`src/shared/csx_pkg.sv`:
```
// constants and types for the sleep/swap/subtract/xor execution block
// Overview of operation
// - sleep clears supervision counter and its prescaler
// - sleep: sleep_entry_flag 0, expiry_flag 1 only
// - sleep halts oscillator, no further instructions until wake_i
// - nibble swap exchanges halves, flags untouched
// - destination bit 0 accumulator, 1 file register
// - register xor, routed by destination, zero flag
// - literal xor into accumulator, zero flag only
// - literal minus accumulator, sets carry, digit, zero
package csx_pkg;
  // ****************************************************************
  // opcodes, reset values
  // ****************************************************************
  typedef enum logic [2:0] {
    CSX_OP_NONE = 3'b000,
    CSX_OP_SLEEP = 3'b001,
    CSX_OP_SWAP = 3'b010,
    CSX_OP_SUBL = 3'b011,
    CSX_OP_XORL = 3'b100,
    CSX_OP_XORF = 3'b101
  } csx_op_t;
  localparam logic [7:0] CSX_ACC_RST = 8'h00;
  localparam logic [7:0] CSX_CNT_CLEAR = 8'h00;
  localparam logic CSX_EXPIRY_RST = 1'b1;
  localparam logic CSX_SLEEP_ENTRY_RST = 1'b1;
  localparam logic [7:0] CSX_FWDATA_RST = 8'h00;
  localparam logic [6:0] CSX_FWADDR_RST = 7'h00;
  localparam logic CSX_FLAG_RST = 1'b0;
  localparam logic CSX_PULSE_RST = 1'b0;
  localparam logic CSX_ASLEEP_RST = 1'b0;
  localparam logic CSX_OSC_RUN_RST = 1'b1;
  localparam int CSX_NIB_LO = 0;
  localparam int CSX_NIB_HI = 4;
endpackage

```
`src/logic/csx_exec.sv`:
```
// execution datapath for sleep, nibble swap, literal subtract and xor
`timescale 1ns/1ns
module csx_exec
  import csx_pkg::*;
(
  // clock and reset
  input wire logic clk_i,
  input wire logic nrst_i,
  // instruction
  input wire logic valid_i,
  input wire logic [2:0] op_i,
  input wire logic [7:0] lit_i,
  input wire logic dest_i,
  input wire logic [6:0] faddr_i,
  input wire logic [7:0] fdata_i,
  input wire logic wake_i,
  // results
  output logic [7:0] acc_o,
  output logic fwr_o,
  output logic [6:0] fwaddr_o,
  output logic [7:0] fwdata_o,
  output logic carry_o,
  output logic nibble_overflow_bit_o,
  output logic zero_o,
  output logic expiry_flag_o,
  output logic sleep_entry_flag_o,
  output logic cnt_clr_o,
  output logic osc_run_o,
  output logic asleep_o
);
  // ****************************************************************
  // state
  // ****************************************************************
  logic [7:0] acc_r, acc_nxt, fwdata_r, fwdata_nxt;
  logic [6:0] fwaddr_r, fwaddr_nxt;
  logic fwr_r, fwr_nxt, c_r, c_nxt, nov_r, nov_nxt, z_r, z_nxt;
  logic exp_r, exp_nxt, ent_r, ent_nxt, clr_r, clr_nxt, slp_r, slp_nxt;
  logic osc_r, osc_nxt;
  logic [7:0] res;
  logic [8:0] diff;
  logic [4:0] ldiff;
  logic go;

  function automatic logic is_zero(input logic [7:0] v);
    is_zero = (v == 8'h00);
  endfunction

  // next-state: asleep core ignores instructions until woken
  always_comb begin
    acc_nxt = acc_r;
    fwdata_nxt = fwdata_r;
    fwaddr_nxt = fwaddr_r;
    fwr_nxt = 1'b0;
    c_nxt = c_r;
    nov_nxt = nov_r;
    z_nxt = z_r;
    exp_nxt = exp_r;
    ent_nxt = ent_r;
    clr_nxt = 1'b0;
    slp_nxt = slp_r & ~wake_i;
    res = 8'h00;
    // borrow-free subtract: carry high means no borrow
    diff = {1'b0, lit_i} + {1'b0, ~acc_r} + 9'h001;
    ldiff = {1'b0, lit_i[3:0]} + {1'b0, ~acc_r[3:0]} + 5'h01;
    go = valid_i & ~slp_r;
    if (go) begin
      unique case (op_i)
        CSX_OP_SLEEP: begin
          clr_nxt = 1'b1;
          exp_nxt = 1'b1;
          ent_nxt = 1'b0;
          slp_nxt = 1'b1;
        end
        CSX_OP_SWAP: begin
          res = {fdata_i[CSX_NIB_LO+:4], fdata_i[CSX_NIB_HI+:4]};
        end
        CSX_OP_SUBL: begin
          res = diff[7:0];
          acc_nxt = res;
          c_nxt = diff[8];
          nov_nxt = ldiff[4];
          z_nxt = is_zero(res);
        end
        CSX_OP_XORL: begin
          res = acc_r ^ lit_i;
          acc_nxt = res;
          z_nxt = is_zero(res);
        end
        CSX_OP_XORF: begin
          res = acc_r ^ fdata_i;
          z_nxt = is_zero(res);
        end
        default: begin
        end
      endcase
      // destination routing for file-register forms
      if (op_i == CSX_OP_SWAP || op_i == CSX_OP_XORF) begin
        if (dest_i) begin
          fwr_nxt = 1'b1;
          fwaddr_nxt = faddr_i;
          fwdata_nxt = res;
        end else begin
          acc_nxt = res;
        end
      end
    end
    // own flop, so the pin carries no inverter glitch
    osc_nxt = ~slp_nxt;
  end

  // registers, reset values kept in the package
  always_ff @(posedge clk_i or negedge nrst_i) begin
    if (!nrst_i) begin
      acc_r <= CSX_ACC_RST;
      fwdata_r <= CSX_FWDATA_RST;
      fwaddr_r <= CSX_FWADDR_RST;
      fwr_r <= CSX_PULSE_RST;
      c_r <= CSX_FLAG_RST;
      nov_r <= CSX_FLAG_RST;
      z_r <= CSX_FLAG_RST;
      exp_r <= CSX_EXPIRY_RST;
      ent_r <= CSX_SLEEP_ENTRY_RST;
      clr_r <= CSX_PULSE_RST;
      slp_r <= CSX_ASLEEP_RST;
      osc_r <= CSX_OSC_RUN_RST;
    end else begin
      acc_r <= acc_nxt;
      fwdata_r <= fwdata_nxt;
      fwaddr_r <= fwaddr_nxt;
      fwr_r <= fwr_nxt;
      c_r <= c_nxt;
      nov_r <= nov_nxt;
      z_r <= z_nxt;
      exp_r <= exp_nxt;
      ent_r <= ent_nxt;
      clr_r <= clr_nxt;
      slp_r <= slp_nxt;
      osc_r <= osc_nxt;
    end
  end

  // outputs straight from registers, no logic after a flop
  assign acc_o = acc_r;
  assign fwr_o = fwr_r;
  assign fwaddr_o = fwaddr_r;
  assign fwdata_o = fwdata_r;
  assign carry_o = c_r;
  assign nibble_overflow_bit_o = nov_r;
  assign zero_o = z_r;
  assign expiry_flag_o = exp_r;
  assign sleep_entry_flag_o = ent_r;
  assign cnt_clr_o = clr_r;
  assign osc_run_o = osc_r;
  assign asleep_o = slp_r;

  logic run_c;
  // instruction really taken at this edge
  assign run_c = valid_i & ~slp_r;
endmodule // csx_exec

```
`config.mk`:
```
export PLATFORM = sky130hd
export DESIGN_NAME = csx_exec
export DESIGN_NICKNAME = d
export VERILOG_FILES = /design/src/shared/csx_pkg.sv /design/src/logic/csx_exec.sv
export SDC_FILE = /design/constraint.sdc
export NUM_CORES = 1
export LEC_CHECK = 0
export BUFFER_PORTS_ARGS = -buffer_cell sky130_fd_sc_hd__buf_4
export CAP_MARGIN = 10
export CORE_UTILIZATION = 52
export CTS_CLUSTER_SIZE = 30
export DETAILED_ROUTE_END_ITERATION = 10
export PLACE_DENSITY_LB_ADDON = 0.15
export RECOVER_POWER = 100
export SYNTH_ARGS = -nofsm -noshare
export SYNTH_HDL_FRONTEND = slang
export SYNTH_SLANG_ARGS = --single-unit
```
`constraint.sdc`:
```
create_clock -name clk_i -period 3.1 [get_ports clk_i]
set_clock_uncertainty 0.15 [all_clocks]
set_input_delay 0.62 -clock clk_i [delete_from_list [all_inputs] [get_ports clk_i]]
set_output_delay 0.62 -clock clk_i [all_outputs]
set_load 0.005 [all_outputs]
```
==> results of run 1 <==
## worst max-delay path, stage by stage
cell	delay, ns
clkbuf_4	0.10
inv_1	0.06
ha_1	0.14
inv_1	0.05
fa_1	0.43
a21o_1	0.22
a21oi_1	0.38
o21ai_0	0.14
a22oi_1	0.24
o21ai_0	0.12
a22o_1	0.18
## routing by layer
layer | GRT usage (%) | part of all wire, % | routed length (um)
met1 | 38.7 | 44 | 2400
met2 | 43.2 | 46 | 2520
met3 | 6.21 | 8.3 | 454
met4 | 7.45 | 1.7 | 92
met5 | 0 | 0 | 0
## layout make-up
cell class	count	area share (%)
clock inverter	2	1.32
inverter	14	2.16
sequential	31	29.3
clock buffer	6	3.10
tap	48	2.26
timing repair buffer	63	17.1
multi-input combinational	191	44.8
## kinds of logic after synthesis
| kind of cell | after synthesis |
|---|---|
| adders and majority gates | 11 |
| other | 1 |
| DFF | 31 |
| buffers and inverters | 24 |
| xor gates and xnor gates | 13 |
| and+or+nand+nor | 91 |
| AOI/OAI and AO/OA | 75 |
## cell usage after synthesis (all sizes together), types with 2 or more instances
cell type / n
nand2: 41
dfrtp: 29
o21ai: 22
a21oi: 21
nor2: 17
inv: 13
ha: 10
xnor2: 10
buf: 7
a22o: 6
a21o: 5
nand2b: 5
or2: 5
nor2b: 4
a211oi: 3
clkbuf: 3
nand3b: 3
nand4: 3
xor2: 3
a211o: 2
a22oi: 2
dfstp: 2
nand3: 2
nor3: 2
nor4: 2
o221ai: 2
o31ai: 2
## worst min-delay path by stage
| stage | from | endpoint | slack, ns |
|---|---|---|---|
| floorplan | nrst_i | acc_o[0]$_DFFE_PN0P_ | 0.17 |
| global placement | fwaddr_o[0]$_DFFE_PN0P_ | fwaddr_o[0]$_DFFE_PN0P_ | 0.31 |
| detailed placement | fwaddr_o[6]$_DFFE_PN0P_ | fwaddr_o[6]$_DFFE_PN0P_ | 0.31 |
| CTS | nrst_i | zero_o$_DFFE_PN0P_ | 0.11 |
| global route | sleep_entry_flag_o$_DFFE_PN1P_ | sleep_entry_flag_o$_DFFE_PN1P_ | 0.35 |
| finish | fwdata_o[0]$_DFFE_PN0P_ | fwdata_o[0]$_DFFE_PN0P_ | 0.33 |
## power breakdown
group / internal, mW / total (mW) / switching (mW)
registers: 0.511 / 0.612 / 0.101
clock network: 0.260 / 0.417 / 0.158
logic: 0.445 / 0.940 / 0.495
total: 1.22 / 1.97 / 0.753
## registers in the layout (all words and copies together), names as in the netlist
signal and count:
fwr_o 1, acc_o 8, osc_run_o 1, fwaddr_o 7, asleep_o 1, zero_o 1, nibble_overflow_bit_o 1, fwdata_o 8
cnt_clr_o 1, carry_o 1, sleep_entry_flag_o 1
## metrics by stage
step | power [mW] | hold WS [ns] | instance area, um2 | utilization, %
floorplan | 1.21 | 0.174 | 2130 | -
global placement | 1.56 | 0.308 | 2590 | 68.2
detailed placement | 1.58 | 0.314 | 2590 | 68.2
CTS | 2.00 | 0.114 | 2710 | 71.3
global route | 2.11 | 0.353 | 2660 | 70.0
finish | 1.97 | 0.326 | 2660 | 70.0
==> metrics.log, run 1 <==
[metrics] Yosys top cell by area: dfrtp_1
[metrics] crit-path max FO: 5
[metrics] number of antenna violations at the first check in global routing: 0
[metrics] Worst R2R Start: acc_o[0]$_DFFE_PN0P_
[metrics] count of unique library cells instantiated by Yosys: 58
[metrics] total routed wirelength: 5.47 mm
[metrics] Crit path required time: 3.13 ns
[metrics] number of fillers in the final layout: 336
[metrics] Reg2Reg Depth: 9
[metrics] overall die area: 4350 um2
[metrics] summed negative setup slack over all endpoints: 0 ns
[metrics] overall global routing resource usage: 27.8%
[metrics] data arrival time at the worst-slack endpoint: 2.68 ns
[metrics] Min Clock Period, post-route: 2.65 ns
[metrics] Die Span X: 66.0 um
[metrics] arithmetic-cell share of the synthesized area counting full adders, half adders and majority gates: 6.82%
[metrics] wire length of the first global-routing pass: 9.08 mm
[metrics] share of synthesized area occupied by flip-flops and latches: 36.6%
[metrics] post-CTS setup buffer count: 0
[metrics] max_cap viols: 1
[metrics] maximum buffer depth of the clock tree: 2
[metrics] overall die height: 66.0 um
[metrics] max_slew headroom: -13.0%
[metrics] non-filler cells, final: 355
[metrics] Tightest Pin Transition: 1.69 ns
[metrics] fraction of registers with async set or reset after synthesis: 100%
[metrics] Warnings, synthesis: 0
[metrics] wire length per cell after detailed routing: 15.4 um
[metrics] Iteration-0 DRC Markers: 132
[metrics] buffer type at the clock tree root: clkbuf_8
[metrics] simple-gate share of the synthesized area: 21.6%
[metrics] number of rows created at floorplan: 22
[metrics] insertion delay of the later-clocked pin in the worst-skew pair: 0.29 ns
[metrics] share of layout cells above drive strength 1: 25.4%
[metrics] synthesized netlist cell count: 246
[metrics] most common library cell in the layout ignoring fill and taps: nand2_1
[metrics] Routability Congestion: 0.896
[metrics] number of slew-limit violations in the final report: 32
[metrics] via count of the routed design: 2,025
[metrics] number of hold buffers added after CTS: 0
[metrics] mux share of post-synthesis cell area: 0%
[metrics] TritonCTS sink count: 31
[metrics] worst path setup slack after routing: 0.449 ns
[metrics] leakage power: 1.27 nW
[metrics] number of placed cells counting well taps: 347
[metrics] area used by sequential logic in the layout: 778 um2
[metrics] status: complete, but fails checks
[metrics] pre-CTS setup slack: 0.288 ns
[metrics] I/O pin total: 63
[metrics] capturing point of the worst reg2reg path: acc_o[4]$_DFFE_PN0P_
[metrics] post-detailed-placement half-perimeter wirelength: 4.17 mm
[metrics] setup repair after global routing missed its margin: false
[metrics] number of nets with antenna violations after routing: 0
[metrics] ANT cells: 0
[metrics] reg-to-reg setup timing slack: 0.47 ns
[metrics] number of remaining DRC errors: 0
[metrics] drt via density: 5.70
[metrics] flop and latch count out of synthesis: 31
[metrics] Initial Utilization: 56.0%
[metrics] final setup vio count: 0
[metrics] largest net degree at the start of global routing: 32
[metrics] instance count along the most critical hold path: 2
[metrics] clock transition time at the flip-flop clock pins of the worst setup and hold paths: 0.07 ns
[metrics] net count reported at finish: 348
[metrics] number of global-route vias before repair: 1,852
[metrics] area occupied by multi-input gates: 1190 um2
[metrics] compound-gate portion of the synthesized area: 23.5%
[metrics] worst IR drop on VDD: 348 uV
[metrics] dominant combinational cell family by area after synthesis: compound AO/OA/AOI/OAI gates
[metrics] power density of the placed cells: 740 nW/um2
[metrics] Post-Synth XOR/XNOR Area: 5.35%
[metrics] Hold Vio Cnt, Final: 0
[metrics] TritonCTS Buffers: 5
[metrics] worst hold-check path type: reg -> reg
[metrics] worst setup path class: in -> reg
[metrics] Synth Cell Area: 2130 um2
[metrics] leading cell types in the layout, fill and taps excluded: 41 x nand2_1, 29 x dfrtp_1, 29 x buf_4, 29 x clkbuf_4, 21 x a21oi_1
[metrics] count of buffers inserted at the top-level ports: 61
[metrics] kind of end point of the critical path: flip-flop
[metrics] number of H-tree levels: 2
[metrics] period utilisation layout: 85.5%
[metrics] critical path launch point type: primary input
[metrics] TritonCTS clock tree: yes
[metrics] DRT Pass-1 Iters: 5
[metrics] fraction of post-synthesis cell area in the top cell type by area: 34.1%
[metrics] cell types occupying the most area after synthesis: dfrtp_1 34%, nand2_1 7.2%, ha_1 5.9%
[metrics] Critical path origin: lit_i[0]
[metrics] mean instance size in the synthesized netlist: 8.65 um2
[metrics] total congestion overflow after global routing: 0
[metrics] Gates resized, CTS repair: 0
[metrics] violations in the final reports: max-capacitance violations, max-slew violations
[metrics] area of the core: 3800 um2
[metrics] Area growth, synth to finish: 25.0%
[metrics] capture point of the worst path: acc_o[4]$_DFFE_PN0P_
[metrics] dominant synthesized flop cell: dfrtp_1
[metrics] Fmax achieved: 377 MHz
[metrics] number of synthesized flops with an enable pin: 0
[metrics] net count after synthesis: 288
(Power assumes the default switching activity.)
==> run 2, diff against run 1 <==
Settings changed: CORE_UTILIZATION 52 to 25.
==> run 2 against run 1 <==
- the run still ends with max-capacitance violations, max-slew violations left
- highest routed layer unchanged
- die area grew 100%
- critical endpoint is now fwdata_o[6]$_DFFE_PN0P_
- sequential share of layout area shrank 0.58 points
- combinational power grew 0.5%
- design area grew 2.0%
- core utilization shrank 37 points
- global-route usage shrank 12 points
==> metrics.log, run 2 (synthesis results as in run 1) <==
[metrics] clock transition time at the flip-flop clock pins of the worst setup and hold paths: 0.07 ns (about the same)
[metrics] power density of the placed cells: 699 nW/um2 (was 740 nW/um2)
[metrics] DRT Pass-1 Iters: 4 (was 5)
[metrics] power consumption: 1.90 mW (was 1.97 mW)
[metrics] TritonCTS clock tree: yes (unchanged)
[metrics] summed negative setup slack over all endpoints: 0 ns (unchanged)
[metrics] Post-Route Hold Slack: 0.325 ns (was 0.326 ns)
[metrics] worst IR drop on VDD: 177 uV (was 348 uV)
[metrics] capturing point of the worst reg2reg path: acc_o[4]$_DFFE_PN0P_ (unchanged)
[metrics] leakage power: 1.26 nW (was 1.27 nW)
[metrics] Min Clock Period, post-route: 2.71 ns (was 2.65 ns)
[metrics] period utilisation layout: 87.5% (was 85.5%)
[metrics] number of placed cells counting well taps: 404 (was 347)
[metrics] kind of end point of the critical path: flip-flop (unchanged)
[metrics] status: complete, but fails checks (unchanged)
[metrics] ANT cells: 0 (unchanged)
[metrics] pre-CTS setup slack: 0.234 ns (was 0.288 ns)
[metrics] leading cell types in the layout, fill and taps excluded: 41 x nand2_1, 31 x buf_4, 29 x dfrtp_1, 29 x clkbuf_4, 21 x a21oi_1 (was 41 x nand2_1, 29 x dfrtp_1, 29 x buf_4, 29 x clkbuf_4, 21 x a21oi_1)
[metrics] via count of the routed design: 1,973 (was 2,025)
[metrics] setup repair after global routing missed its margin: false (unchanged)
[metrics] Worst Hold Path EP: fwaddr_o[2]$_DFFE_PN0P_ (was fwdata_o[0]$_DFFE_PN0P_)
[metrics] count of buffers inserted at the top-level ports: 61 (unchanged)
[metrics] total routed wirelength: 6.34 mm (was 5.47 mm)
[metrics] buffer type at the clock tree root: clkbuf_8 (unchanged)
[metrics] total congestion overflow after global routing: 0 (unchanged)
[metrics] reg-to-reg setup timing slack: 0.39 ns (was 0.47 ns)
[metrics] Hold Vio Cnt, Final: 0 (unchanged)
[metrics] TritonCTS sink count: 31 (unchanged)
[metrics] Crit path required time: 3.12 ns (was 3.13 ns)
[metrics] overall die area: 8890 um2 (was 4350 um2)
[metrics] worst min-delay path startpoint: fwaddr_o[2]$_DFFE_PN0P_ (was fwdata_o[0]$_DFFE_PN0P_)
[metrics] overall die height: 94.3 um (was 66.0 um)
[metrics] number of H-tree levels: 2 (unchanged)
[metrics] worst setup path class: in -> reg (unchanged)
[metrics] most common library cell in the layout ignoring fill and taps: nand2_1 (unchanged)
[metrics] number of global-route vias before repair: 1,930 (was 1,852)
[metrics] number of antenna violations at the first check in global routing: 0 (unchanged)
[metrics] worst path setup slack after routing: 0.387 ns (was 0.449 ns)
[metrics] number of fillers in the final layout: 892 (was 336)
[metrics] number of nets with antenna violations after routing: 0 (unchanged)
[metrics] area used by sequential logic in the layout: 778 um2 (unchanged)
[metrics] insertion delay of the later-clocked pin in the worst-skew pair: 0.28 ns (was 0.29 ns)
[metrics] number of rows created at floorplan: 33 (was 22)
[metrics] largest net degree at the start of global routing: 32 (unchanged)
[metrics] post-CTS setup buffer count: 0 (unchanged)
[metrics] number of slew-limit violations in the final report: 32 (unchanged)
[metrics] max_cap viols: 1 (unchanged)
[metrics] Gates resized, CTS repair: 0 (unchanged)
[metrics] wire length per cell after detailed routing: 15.4 um (about the same)
[metrics] max_slew headroom: -21.5% (was -13.0%)
[metrics] data arrival time at the worst-slack endpoint: 2.73 ns (was 2.68 ns)
[metrics] Worst R2R Start: acc_o[0]$_DFFE_PN0P_ (unchanged)
[metrics] I/O pin total: 63 (unchanged)
[metrics] net count reported at finish: 348 (unchanged)
[metrics] number of hold buffers added after CTS: 0 (unchanged)
[metrics] Fmax achieved: 369 MHz (was 377 MHz)
[metrics] area occupied by multi-input gates: 1200 um2 (was 1190 um2)
[metrics] TritonCTS Buffers: 5 (unchanged)
[metrics] Routability Congestion: 0.809 (was 0.896)
[metrics] instance count along the most critical hold path: 2 (unchanged)
[metrics] Die Span X: 94.3 um (was 66.0 um)
[metrics] overall global routing resource usage: 15.3% (was 27.8%)
[metrics] post-detailed-placement half-perimeter wirelength: 4.91 mm (was 4.17 mm)
[metrics] maximum buffer depth of the clock tree: 2 (unchanged)
[metrics] violations in the final reports: max-capacitance violations, max-slew violations (unchanged)
[metrics] drt via density: 4.80 (was 5.70)
[metrics] number of remaining DRC errors: 0 (unchanged)
[metrics] Initial Utilization: 25.9% (was 56.0%)
[metrics] Tightest Pin Transition: 1.82 ns (was 1.69 ns)
[metrics] share of layout cells above drive strength 1: 26.1% (was 25.4%)
[metrics] area of the core: 8220 um2 (was 3800 um2)
[metrics] non-filler cells, final: 411 (was 355)
[metrics] final setup vio count: 0 (unchanged)
[metrics] wire length of the first global-routing pass: 10.3 mm (was 9.08 mm)
[metrics] critical path launch point type: primary input (unchanged)
[metrics] Area growth, synth to finish: 27.5% (was 25.0%)
[metrics] worst hold-check path type: reg -> reg (unchanged)
[metrics] crit-path max FO: 16 (was 5)
[metrics] Iteration-0 DRC Markers: 99 (was 132)
[metrics] Reg2Reg Depth: 9 (unchanged)
-- run 2: changes by cell type in the layout (fill, tap and decap cells not counted), sizes merged --
| cell | before | now |
|---|---|---|
| buf | 29 | 31 |
| clkbuf | 40 | 38 |
| bufinv | 1 | 0 |
-- run 2: worst max-delay path, stage by stage --
cell	delay, ns
buf_4	0.15
nor3b_1	0.84
nor2_2	0.10
or2_0	0.50
clkinv_4	0.23
nand2_1	0.11
o21ai_0	0.12
a21oi_1	0.06
-- run 2: worst max path at each step --
stage | startpoint | slack (ns) | end | depth (start not counted)
after floorplan | lit_i[0] | 0.58 | acc_o[4]$_DFFE_PN0P_ | 10
final | op_i[0] | 0.39 | fwdata_o[6]$_DFFE_PN0P_ | 8
after CTS | acc_o[0]$_DFFE_PN0P_ | 0.48 | acc_o[4]$_DFFE_PN0P_ | 9
after detailed placement | lit_i[0] | 0.23 | acc_o[4]$_DFFE_PN0P_ | 11
after global placement | lit_i[0] | 0.33 | acc_o[4]$_DFFE_PN0P_ | 11
after global routing | acc_o[0]$_DFFE_PN0P_ | 0.21 | acc_o[4]$_DFFE_PN0P_ | 9
-- run 2: per-stage QoR --
stage / util, % / instance area [um2]
CTS: 33.5 / 2750
detailed placement: 32.4 / 2660
global route: 33.0 / 2710
finish: 33.0 / 2710
global placement: 32.4 / 2660
floorplan: - / 2130
-- run 2: final cells by class --
cell class	count	area share [%]
well taps	105	4.84
clock inverters	1	0.184
flip-flops and latches	31	28.7
multi-input cells	191	44.1
inverters	14	2.12
clock buffers	6	3.04
repair buffers	63	17.0
-- run 2: report_power, final --
part / switching, mW / internal (mW) / leakage (nW)
registers: 0.107 / 0.511 / 0.392
clock network: 0.159 / 0.174 / 0.0470
logic: 0.496 / 0.449 / 0.820
total: 0.762 / 1.13 / 1.26
-- run 2: per-layer routing --
metal	vias up	wire length [um]	GRT usage, %
met5	-	0	0
met4	0	47	3.08
met3	5	250	2.99
met2	39	2830	23.1
met1	953	3210	22.3
li1	976	-	-
